### src/rtl/ifbm_defs.svh
// Offsets, field positions, reset values and encodings of the fetch master.
// Assumes a 4-bit register address port with word-aligned byte offsets.
`ifndef IFBM_DEFS_SVH
`define IFBM_DEFS_SVH
// ==========================================
// Register map
`define IFBM_CFG_ADDR    4'h0
`define IFBM_STAT_ADDR   4'h4
// ==========================================
// Configuration fields
`define IFBM_CFG_NC_SIZE  0
`define IFBM_CFG_NO_ALLOC 1
`define IFBM_CFG_PRIO_LO 2
`define IFBM_CFG_RESET   4'h0
// ==========================================
// Status fields
`define IFBM_STAT_ERR    0
// ==========================================
// Transfer size encodings and beat counts
`define IFBM_SIZE_4W     2'h1
`define IFBM_SIZE_8W     2'h2
`define IFBM_BEATS_8W32  4'h8
`define IFBM_BEATS_8W64  4'h4
`define IFBM_BEATS_4W32  4'h4
`define IFBM_BEATS_4W64  4'h2
`endif

### src/rtl/ifbm_pkg.sv
// Types of the instruction fetch bus master.
// Assumes nothing beyond a SystemVerilog compiler.
package ifbm_pkg;
  typedef enum logic [1:0] {ST_IDLE, ST_REQ, ST_DATA} ifbm_state_t;

  typedef struct packed {
    ifbm_state_t      st;
    logic [29:0]      addr;
    logic             size8;
    logic             cach;
    logic             user;
    logic             touch;
    logic [1:0]       prio;
    logic             w64;
    logic             want;
    logic [3:0]       beats;
    logic [7:0]       vld;
    logic [7:0][31:0] line;
    logic             lineOk;
    logic             err;
    logic             ncSize;
    logic             noAlloc;
    logic [1:0]       cfgPrio;
    logic             instrValid;
    logic [31:0]      instr;
    logic             cacheWr;
    logic [31:0]      rdata;
  } ifbm_regs_t;
endpackage

### src/rtl/ifbm_fetch_master.sv
// Instruction fetch bus master with an eight-word fill buffer.
// Assumes the bus runs on mclk; slave inputs need no synchroniser.
//
// How it works
// - Only read requests leave this block; no write path exists.
// - Request address is 30 bits out, read data is 64 bits in.
// - Works with 32- or 64-bit slaves, one beat per cycle.
// - Cache miss or non-cacheable access raises a fetch request.
// - Requests are aligned words, so no byte enables are driven.
// - Size output encodes four or eight words; cacheable uses eight.
// - Cacheable, user attribute and priority go with each request.
// - A branch or interrupt can abort an outstanding request.
// - Beats come in any order; word position input places them.
// - Every beat fills the buffer; target word is forwarded at once.
// - Later fetches hit the fill buffer, even while the line arrives.
// - Non-cacheable size follows a software request-size bit.
// - Non-cacheable lines stay only in the buffer until replaced.
// - Full cacheable line goes to the cache unless no-allocate is set.
// - Touch-instruction lines go to the cache even with no-allocate set, unless a beat errored.
// - Buffer hits answer with the cache hit latency.
// - Request-size bit zero gives four words, one gives eight.
// - Abort only cancels a request not yet acknowledged.
// - All cycles count on one clock shared with the core.
//
// Local design decisions: the plain strobed port and the placing of the registers.
`timescale 1ns/1ps
`default_nettype none
`include "ifbm_defs.svh"

module ifbm_fetch_master (
  input  wire logic                 mclk,
  input  wire logic                 rst,
  // Core side
  input  wire logic                 cpuReq,
  input  wire logic [29:0]          cpuAddr,
  input  wire logic                 cpuCacheable,
  input  wire logic                 cpuUserAttr,
  input  wire logic                 cpuTouch,
  input  wire logic                 cacheHit,
  input  wire logic                 abortReq,
  output logic                      instrValid,
  output logic [31:0]               instrData,
  output logic                      cacheWrEn,
  output logic [26:0]               cacheWrLine,
  output logic [255:0]              cacheWrData,
  // Register port
  input  wire logic [3:0]           regAddr,
  input  wire logic [31:0]          regWdata,
  input  wire logic                 regWr,
  input  wire logic                 regRd,
  output logic [31:0]               regRdata,
  // Bus side
  output logic                      fetchReq,
  output logic [29:0]               fetchAddr,
  output logic [1:0]                fetchXferSize,
  output logic                      fetchCacheableAttr,
  output logic                      fetchUserAttr,
  output logic [1:0]                fetchPriority,
  output logic                      fetchAbort,
  input  wire logic                 slaveAddrAck,
  input  wire logic                 slaveWidth64,
  input  wire logic                 slaveRdDataAck,
  input  wire logic [63:0]          slaveRdData,
  input  wire logic [2:0]           slaveRdWordPos,
  input  wire logic                 slaveError
);
  import ifbm_pkg::*;

  ifbm_regs_t r_reg;
  ifbm_regs_t r_next;
  logic       bufHit;
  logic       beatHasTarget;
  logic       fwd;
  logic       done;
  logic       missStart;
  logic [3:0] need;
  logic [2:0] evenPos;

  // ==========================================
  // Combinational helpers
  always_comb
  begin
    bufHit = r_reg.lineOk && cpuAddr[29:3] == r_reg.addr[29:3]
             && r_reg.vld[cpuAddr[2:0]];
    evenPos = {slaveRdWordPos[2:1], 1'b0};
    if (r_reg.size8)
    begin
      need = r_reg.w64 ? `IFBM_BEATS_8W64 : `IFBM_BEATS_8W32;
    end
    else
    begin
      need = r_reg.w64 ? `IFBM_BEATS_4W64 : `IFBM_BEATS_4W32;
    end
    if (r_reg.w64)
    begin
      beatHasTarget = slaveRdWordPos[2:1] == r_reg.addr[2:1];
    end
    else
    begin
      beatHasTarget = slaveRdWordPos == r_reg.addr[2:0];
    end
    fwd = r_reg.st == ST_DATA && slaveRdDataAck && r_reg.want
          && beatHasTarget;
    done = r_reg.st == ST_DATA && slaveRdDataAck
           && r_reg.beats + 4'h1 == need;
    missStart = r_reg.st == ST_IDLE && cpuReq && !bufHit
                && (cpuTouch || !cacheHit || !cpuCacheable);
  end

  // ==========================================
  // Next state
  always_comb
  begin
    r_next = r_reg;
    r_next.instrValid = 1'b0;
    r_next.cacheWr = 1'b0;
    r_next.rdata = 32'h0000_0000;
    // Register port
    if (regWr)
    begin
      if (regAddr == `IFBM_CFG_ADDR)
      begin
        r_next.ncSize = regWdata[`IFBM_CFG_NC_SIZE];
        r_next.noAlloc = regWdata[`IFBM_CFG_NO_ALLOC];
        r_next.cfgPrio = regWdata[`IFBM_CFG_PRIO_LO +: 2];
      end
      else if (regAddr == `IFBM_STAT_ADDR)
      begin
        if (regWdata[`IFBM_STAT_ERR])
        begin
          r_next.err = 1'b0;
        end
      end
    end
    if (regRd)
    begin
      if (regAddr == `IFBM_CFG_ADDR)
      begin
        r_next.rdata = {28'h000_0000, r_reg.cfgPrio, r_reg.noAlloc, r_reg.ncSize};
      end
      else if (regAddr == `IFBM_STAT_ADDR)
      begin
        r_next.rdata = {16'h0000, r_reg.vld, r_reg.beats,
                        r_reg.lineOk, r_reg.st, r_reg.err};
      end
      else
      begin
        r_next.rdata = 32'h0000_0000;
      end
    end
    // Fill buffer hit: same one-cycle latency as a cache hit
    if (cpuReq && bufHit && !fwd)
    begin
      r_next.instrValid = 1'b1;
      r_next.instr = r_reg.line[cpuAddr[2:0]];
    end
    case (r_reg.st)
      ST_IDLE:
      begin
        if (missStart)
        begin
          // Buffer is reclaimed by the new line, dropping any old one
          r_next.st = ST_REQ;
          r_next.addr = cpuAddr;
          r_next.cach = cpuCacheable || cpuTouch;
          r_next.size8 = cpuCacheable || cpuTouch || r_reg.ncSize;
          r_next.user = cpuUserAttr;
          r_next.prio = r_reg.cfgPrio;
          r_next.touch = cpuTouch;
          r_next.want = !cpuTouch;
          r_next.vld = 8'h00;
          r_next.beats = 4'h0;
          r_next.lineOk = 1'b1;
        end
      end
      ST_REQ:
      begin
        if (slaveAddrAck)
        begin
          r_next.st = ST_DATA;
          r_next.w64 = slaveWidth64;
        end
        else if (abortReq)
        begin
          r_next.st = ST_IDLE;
          r_next.lineOk = 1'b0;
        end
      end
      ST_DATA:
      begin
        if (abortReq)
        begin
          // Acked fetch runs on, but its target is no longer wanted
          r_next.want = 1'b0;
        end
        if (slaveRdDataAck)
        begin
          r_next.beats = r_reg.beats + 4'h1;
          if (r_reg.w64)
          begin
            r_next.line[evenPos] = slaveRdData[63:32];
            r_next.line[evenPos | 3'h1] = slaveRdData[31:0];
            r_next.vld[evenPos] = 1'b1;
            r_next.vld[evenPos | 3'h1] = 1'b1;
          end
          else
          begin
            r_next.line[slaveRdWordPos] = slaveRdData[63:32];
            r_next.vld[slaveRdWordPos] = 1'b1;
          end
          if (fwd)
          begin
            r_next.instrValid = 1'b1;
            r_next.want = 1'b0;
            if (r_reg.w64 && r_reg.addr[0])
            begin
              r_next.instr = slaveRdData[31:0];
            end
            else
            begin
              r_next.instr = slaveRdData[63:32];
            end
          end
          if (slaveError)
          begin
            // Bad line must never reach the cache or serve a hit
            r_next.lineOk = 1'b0;
          end
          if (done)
          begin
            r_next.st = ST_IDLE;
            r_next.cacheWr = r_reg.cach && r_reg.lineOk && !slaveError
                             && (!r_reg.noAlloc || r_reg.touch);
          end
        end
      end
      default:
      begin
        r_next.st = ST_IDLE;
      end
    endcase
    // Set beats the software clear in the same cycle
    if (slaveError && r_reg.st != ST_IDLE)
    begin
      r_next.err = 1'b1;
    end
  end

  // ==========================================
  // State register
  always_ff @(posedge mclk)
  begin
    if (rst)
    begin
      r_reg <= '0;
      r_reg.st <= ST_IDLE;
    end
    else
    begin
      r_reg <= r_next;
    end
  end

  // ==========================================
  // Outputs; no bus write strobe or byte enable exists, only the cache write enable
  assign fetchReq = r_reg.st == ST_REQ;
  assign fetchAddr = r_reg.addr;
  assign fetchXferSize = r_reg.size8 ? `IFBM_SIZE_8W : `IFBM_SIZE_4W;
  assign fetchCacheableAttr = r_reg.cach;
  assign fetchUserAttr = r_reg.user;
  assign fetchPriority = r_reg.prio;
  assign fetchAbort = r_reg.st == ST_REQ && abortReq && !slaveAddrAck;
  assign instrValid = r_reg.instrValid;
  assign instrData = r_reg.instr;
  assign cacheWrEn = r_reg.cacheWr;
  assign cacheWrLine = r_reg.addr[29:3];
  assign cacheWrData = r_reg.line;
  assign regRdata = r_reg.rdata;

  // ==========================================
  // Checks
  a_req_held_stable: assert property (@(posedge mclk) disable iff (rst)
    fetchReq && !slaveAddrAck && !fetchAbort |=> fetchReq && $stable(fetchAddr)
      && $stable(fetchXferSize) && $stable(fetchPriority))
    else $error("request changed before acknowledge");
  a_cacheable_eight: assert property (@(posedge mclk) disable iff (rst)
    fetchReq && fetchCacheableAttr |-> fetchXferSize == `IFBM_SIZE_8W)
    else $error("cacheable fetch not eight words");
  a_noncache_size: assert property (@(posedge mclk) disable iff (rst)
    missStart && !cpuCacheable && !cpuTouch |=> fetchXferSize
      == ($past(r_reg.ncSize) ? `IFBM_SIZE_8W : `IFBM_SIZE_4W))
    else $error("non-cacheable size ignores config");
  a_abort_unacked: assert property (@(posedge mclk) disable iff (rst)
    fetchAbort |-> fetchReq && !slaveAddrAck ##1 !fetchReq)
    else $error("abort of acknowledged or held request");
  a_miss_requests: assert property (@(posedge mclk) disable iff (rst)
    missStart |=> fetchReq && fetchAddr == $past(cpuAddr))
    else $error("miss did not raise request");
  a_buf_hit_fast: assert property (@(posedge mclk) disable iff (rst)
    cpuReq && bufHit && !fwd |=> instrValid
      && instrData == $past(r_reg.line[cpuAddr[2:0]]))
    else $error("buffer hit not one cycle");
  a_target_bypass: assert property (@(posedge mclk) disable iff (rst)
    fwd |=> instrValid)
    else $error("target word not forwarded");
  a_fill_to_cache: assert property (@(posedge mclk) disable iff (rst)
    done && r_reg.cach && r_reg.lineOk && !slaveError && !r_reg.noAlloc
      |=> cacheWrEn ##1 !cacheWrEn)
    else $error("full cacheable line not written");
  a_noncache_kept: assert property (@(posedge mclk) disable iff (rst)
    cacheWrEn |-> fetchCacheableAttr && r_reg.st == ST_IDLE)
    else $error("non-cacheable line written to cache");
  a_touch_allocates: assert property (@(posedge mclk) disable iff (rst)
    done && r_reg.touch && r_reg.lineOk && !slaveError |=> cacheWrEn)
    else $error("touch line not allocated");
endmodule // ifbm_fetch_master

`default_nettype wire

### config.mk
export PLATFORM = sky130hd
export DESIGN_NAME = ifbm_fetch_master
export DESIGN_NICKNAME = d
export VERILOG_FILES = /design/src/rtl/ifbm_pkg.sv /design/src/rtl/ifbm_fetch_master.sv
export VERILOG_INCLUDE_DIRS = /design/src /design/src/rtl
export SDC_FILE = /design/constraint.sdc
export NUM_CORES = 1
export LEC_CHECK = 0
export ABC_AREA = 0
export ABC_CLOCK_PERIOD_IN_PS = 2410
export BUFFER_PORTS_ARGS = -buffer_cell sky130_fd_sc_hd__buf_2
export CORE_ASPECT_RATIO = 2
export CORE_UTILIZATION = 35
export CTS_BUF_LIST = sky130_fd_sc_hd__clkbuf_4
export CTS_CLUSTER_DIAMETER = 120
export DETAILED_ROUTE_END_ITERATION = 6
export MAX_ROUTING_LAYER = met4
export SYNTH_ARGS = -nofsm -noshare
export SYNTH_HDL_FRONTEND = slang
export SYNTH_SLANG_ARGS = --single-unit
### constraint.sdc
create_clock -name mclk -period 2.41 [get_ports mclk]
set_input_delay 0.482 -clock mclk [delete_from_list [all_inputs] [get_ports mclk]]
set_output_delay 0.482 -clock mclk [all_outputs]
set_load 0.005 [all_outputs]
### After elaboration in Yosys (flattened, before gate mapping)

Index checks and enable logic that the tools add are counted.

| word-level totals | value |
|---|---|
| ROM bits | 0 |
| logic and storage cells | 171 |
| memories | 0 |
| bits of input ports | 147 |
| bits in writable memories | 0 |
| bits in registers | 380 |
| output and inout bits | 387 |
| latch bits | 0 |

| operators by class | value |
|---|---|
| bitwise logic cells | 8 |
| eq/ne operators | 15 |
| multiply operators | 0 |
| divide/modulo/power cells | 0 |
| shift operators | 0 |
| mux-type cells | 55 |
| $add $sub $neg | 1 |
| reduce and logical (&&, ||, !) cells | 55 |
| magnitude comparators | 7 |

Operator list:

| cell | count |
|---|---|
| 256-bit bitwise mux | 3 |
| 270-bit two-way mux | 1 |
| 264-bit two-way mux | 1 |
| 32-bit two-way mux | 5 |
| 32-bit demux with 2-bit select | 2 |
| 32-bit binary-select mux with 3-bit select | 1 |
| 32-bit demux with 3-bit select | 1 |
| 34-bit two-way mux | 2 |
| 33-bit two-way mux | 2 |
| 38-bit two-way mux | 1 |
| 27-bit equality test | 1 |
| 13-bit case mux with 2 select lines | 1 |
| 1-bit logical AND | 21 |
| 4-bit two-way mux | 5 |
| 3-bit by 4-bit < comparator with 1-bit output (second input constant) | 4 |
| 1-bit two-way mux | 16 |
| 8-bit OR | 2 |
| 13-bit two-way mux | 1 |
| 2-bit inequality test (second input constant) | 6 |
| 2-bit two-way mux | 5 |
| 2-bit AND reduction | 5 |
| 2-bit nonzero test | 5 |
| 3-bit by 1-bit >= comparator with 1-bit output (second input constant) | 3 |
| 1-bit zero test | 8 |
| other kinds (28) | 39 |

### Depth between registers and ports, before layout

| logic depth | value |
|---|---|
| depth after elaboration | 10 |
| mapped depth | 11 |
| depth with buffers taken out | 8 |

### Worst setup path before layout

Ideal clock, no wire load.

| timing | value |
|---|---|
| kind | input to register |
| from | input cpuAddr[0] |
| to | register r_reg (netlist bit instrData[0]) |
| path buffers | 2 |
| arrival | 2.184 ns |
| stages | 6 |
| setup slack | 0.092 ns |
| required time | 2.276 ns |
| cell sequence | buf_1 buf_2 mux4_2 mux2_2 mux2i_1 o22ai_1 |

| between the ends | value |
|---|---|
| cells in the longest elaborated chain, start to end | 9 |

RTL lines:

| element | RTL line | RTL |
|---|---|---|
| from (decl) | ifbm_fetch_master.sv:35 | `input wire logic [29:0] cpuAddr,` |
| 1-bit binary-select mux with 3-bit select | ifbm_fetch_master.sv:84 | `&& r_reg.vld[cpuAddr[2:0]];` |
| 1-bit two-way mux (implied by the code) | ifbm_fetch_master.sv:84 |  |
| 1-bit logical AND | ifbm_fetch_master.sv:84 |  |
| 1-bit logical AND (2 in a row) | ifbm_fetch_master.sv:152 | `if (cpuReq && bufHit && !fwd)` |
| 33-bit two-way mux (*) | ifbm_fetch_master.sv:152 |  |
| 33-bit two-way mux | ifbm_fetch_master.sv:211 | `if (fwd)` |
| 34-bit two-way mux | ifbm_fetch_master.sv:196 | `if (slaveRdDataAck)` |
| 34-bit two-way mux (*) | ifbm_fetch_master.sv:157 | `case (r_reg.st)` |
| to (signal assigned) | ifbm_fetch_master.sv:260 | `r_reg <= r_next;` |
| to (decl) | ifbm_fetch_master.sv:69 | `ifbm_regs_t r_reg;` |

Mark *: on every way between the ends. The rest lies on a longest branch, timed or not. The select of a mux whose other input is x is not followed.
A chain may end at the register's enable or synchronous reset.

### Final worst setup path

| timing | value |
|---|---|
| from | register r_reg (netlist bit fetchAddr[12]) |
| to | register r_reg (netlist bit instrData[12]) |

| between the ends | value |
|---|---|
| cells in the longest elaborated chain, start to end | 9 |

RTL lines:

| element | RTL line | RTL |
|---|---|---|
| 27-bit equality test (*) | ifbm_fetch_master.sv:83 | `bufHit = r_reg.lineOk && cpuAddr[29:3] == r_reg.addr[29:3]` |
| 1-bit logical AND (*) | ifbm_fetch_master.sv:83 |  |
| 1-bit logical AND (*) | ifbm_fetch_master.sv:84 |  |
| 1-bit logical AND (*) (2 in a row) | ifbm_fetch_master.sv:152 |  |
| 33-bit two-way mux (*) | ifbm_fetch_master.sv:152 |  |
| 33-bit two-way mux | ifbm_fetch_master.sv:211 |  |
| 34-bit two-way mux | ifbm_fetch_master.sv:196 |  |
| 34-bit two-way mux (*) | ifbm_fetch_master.sv:157 |  |

Mark *: on every way between the ends. The rest lies on a longest branch, timed or not.

==> results.cfg <==
[run_status]
status = finished, violations left
violations = design-rule violations, negative setup slack

[place]
port_buffers = 489
gp_congestion = 0.875
dp_hpwl_mm = 46.6
dpl_cell_area_um2 = 19600
pre_cts_slack_ps = -320

[logic_synthesis]
ys_top_cells_by_area = dfxtp_1 (39%), buf_4 (15%), mux4_2 (8.0%)
yosysTopAreaCellShare = 0.390
ys_warn_count = 0
synth_xor_xnor_area_share = 0.0164
synth-compound-area-share = 0.119
syn-cell-area_um2 = 18700
synth_ff_type = dfxtp_1
ys_ff_latch = 364
synth_fa_ha_area_frac = 0.00469
synth_top_cell_by_area = dfxtp_1
synth_simple_gate_area_share = 0.124
synth_top_family_by_area = buffers and inverters
syn_avg_cell_area_um2 = 9.09
ys_types = 50
synthCells = 2053
synth.area.mux_share = 0.158
synth_edf_count = 0
async_reset_ff_frac = 0
seq_area_frac_synth = 0.390

[finish]
filler_cell_count = 5242
layout.nets = 2488
fin_area_um2 = 21900
final_util = 0.415
final_layout_size_suffix_gt1_frac = 0.349
syn2layout_area_growth_pct = 17.2

[clock_network]
h-tree-depth = 3
clk_path_buf_depth = 3
insertion_delay_ps = 830
clkTransAtPathRegs_ps = 80
numCtsBuffers = 87
cts_root_buf = clkbuf_4
cts_tree = done
cts_sinks = 364

[timing]
finalClockSkew_ps = 65.1
maxSlewHeadroom = 0.588
setup_viol = 15
rsz0062_at_grt = yes
layout_min_cycle_time_ps = 2460
hold_viol_final = 0
fin_ws_ps = -45.2
worst_pin_slew_ps = 618
final.period_utilization = 1.02
max_freq_mhz = 407
drv_slew = 0

[global_route]
grt_usage = 0.254
grt_pass1_vias = 16100
overflow = 0
grt_start_max_net_pins = 120
grt_pass1_wl_mm = 98.1
grt_antenna_before_repair = 4

[die]
rows = 119
start_util = 0.354
die_w_um = 165
dieArea_um2 = 54300
design.core.area_um2 = 52700
die_h_um = 329
ios = 534

[worst_setup_path]
crit_required_ps = 3060
cp-start-kind = register
crit_fanout = 12
crit_type = reg2reg
critical_path.endpoint_type = register
critPathArrivalTime_ps = 3110

[power]
irDropWorstVdd_v = 0.000395
powerDensity_nw_per_um2 = 576
p_leak_uw = 0.00939
report.power.total_uw = 12600

[hold_path]
hold_path_class = in2reg

[drt]
vias = 15900
wl_per_cell_um = 22.2
drt-initial-drc-count = 1286
vias_per_cell = 5.20
wirelength_mm = 67.7
firstDrtPassIters = 7
drc_errors = 64
antenna_left = 0

[flow_run]
maxCapViolations = 0
==> worst max-delay path, stage by stage (launching register included) <==
cell     delay (ps)
dfxtp_2         340
xnor2_1         160
nand4_1         200
or4_4           590
nor4b_4         290
buf_6           180
buf_12          190
mux2i_1         220
o22ai_1          90
==> cell families after synthesis <==
kind of cell,Yosys count
XOR/XNOR,35
adder cells (fa/ha/maj),7
AO/OA/AOI/OAI,356
buffers and inverters,524
multiplexers,208
flip-flops,364
AND/OR/NAND/NOR,558
other,1
==> synth_stat cells, types with 19 or more instances <==
cell type and instances:
mux2_2 33, xnor2_1 19, a21oi_1 161, nand2_1 279, o22ai_1 33, and3_1 27, nor2_1 196, mux4_2 66
mux2i_1 109, buf_4 382, a211oi_1 129, clkbuf_1 111, dfxtp_1 364
==> through the flow <==
step / std cells / hold slack [ps] / TNS, ps
4_1_cts: 3049 / 9.57 / -122
2_1_floorplan: 2068 / 443 / 0
5_1_grt: 3054 / 97.8 / -4580
6_report: 3054 / 111 / -176
3_3_place_gp: 2795 / 454 / -14490
3_5_place_dp: 2795 / 457 / -18220
==> where the power goes <==
group	total, µW	leakage (µW)	internal, µW	switching (µW)
clock	5060	0.000609	2470	2590
combinational	1370	0.00584	621	750
sequential	6170	0.00294	6090	78.2
total	12600	0.00939	9180	3420
==> cell type report <==
cell class | instances | area [µm²] | area share
antenna | 4 | 10.0 | 0.000457
sequential | 364 | 7290 | 0.333
clock buffer | 111 | 833 | 0.0381
inverter | 10 | 37.5 | 0.00172
multi-input combinational | 1180 | 8070 | 0.369
clock inverter | 29 | 211 | 0.00966
timing repair buffer | 691 | 4600 | 0.210
tap | 665 | 832 | 0.0380
==> layer usage <==
metal  share of wire  vias up  GRT usage
met4           0.052        0      0.141
li1                -     7291          -
met5               0        -          -
met2            0.52      784      0.446
met1            0.36     7588      0.256
met3           0.068      212     0.0533
==> layout by cell type, fill, tap and decap left out, types with 20 or more instances in the layout <==
| cell | Yosys | layout |
|---|---|---|
| o22ai_1 | 33 | 33 |
| dlygate4sd3_1 | 0 | 113 |
| and3_1 | 27 | 27 |
| clkinv_1 | 1 | 20 |
| a211oi_1 | 129 | 129 |
| mux4_2 | 66 | 66 |
| mux2_2 | 33 | 33 |
| nand2_1 | 279 | 274 |
| dfxtp_1 | 364 | 359 |
| buf_4 | 382 | 61 |
| buf_2 | 8 | 486 |
| a21oi_1 | 161 | 161 |
| buf_12 | 3 | 25 |
| nor2_1 | 196 | 190 |
| clkbuf_4 | 0 | 111 |
| mux2i_1 | 109 | 107 |
==> worst paths after layout <==
| check | cells past startpoint | slack, ps | startpoint | end |
|---|---|---|---|---|
| worst min register to register | 2 | 470 | register | register |
| worst max-delay path | 8 | -50 | fetchAddr[12] | instrData[12] |
| worst max register to register | 8 | -50 | fetchAddr[12] | instrData[12] |
| worst min-delay path | 4 | 110 | slaveRdDataAck | r_reg[338] |
==> timing repair <==
| item | CTS | global route |
|---|---|---|
| setup buffers | 1 | 1 |
| endpoints found under the hold margin | 212 | 0 |
| resized for setup | 7 | 10 |
| hold buffers | 113 | 0 |
| setup endpoints to repair | 28 | 36 |
| pin swaps | 0 | 1 |
Power figures use the tool's default switching activity.
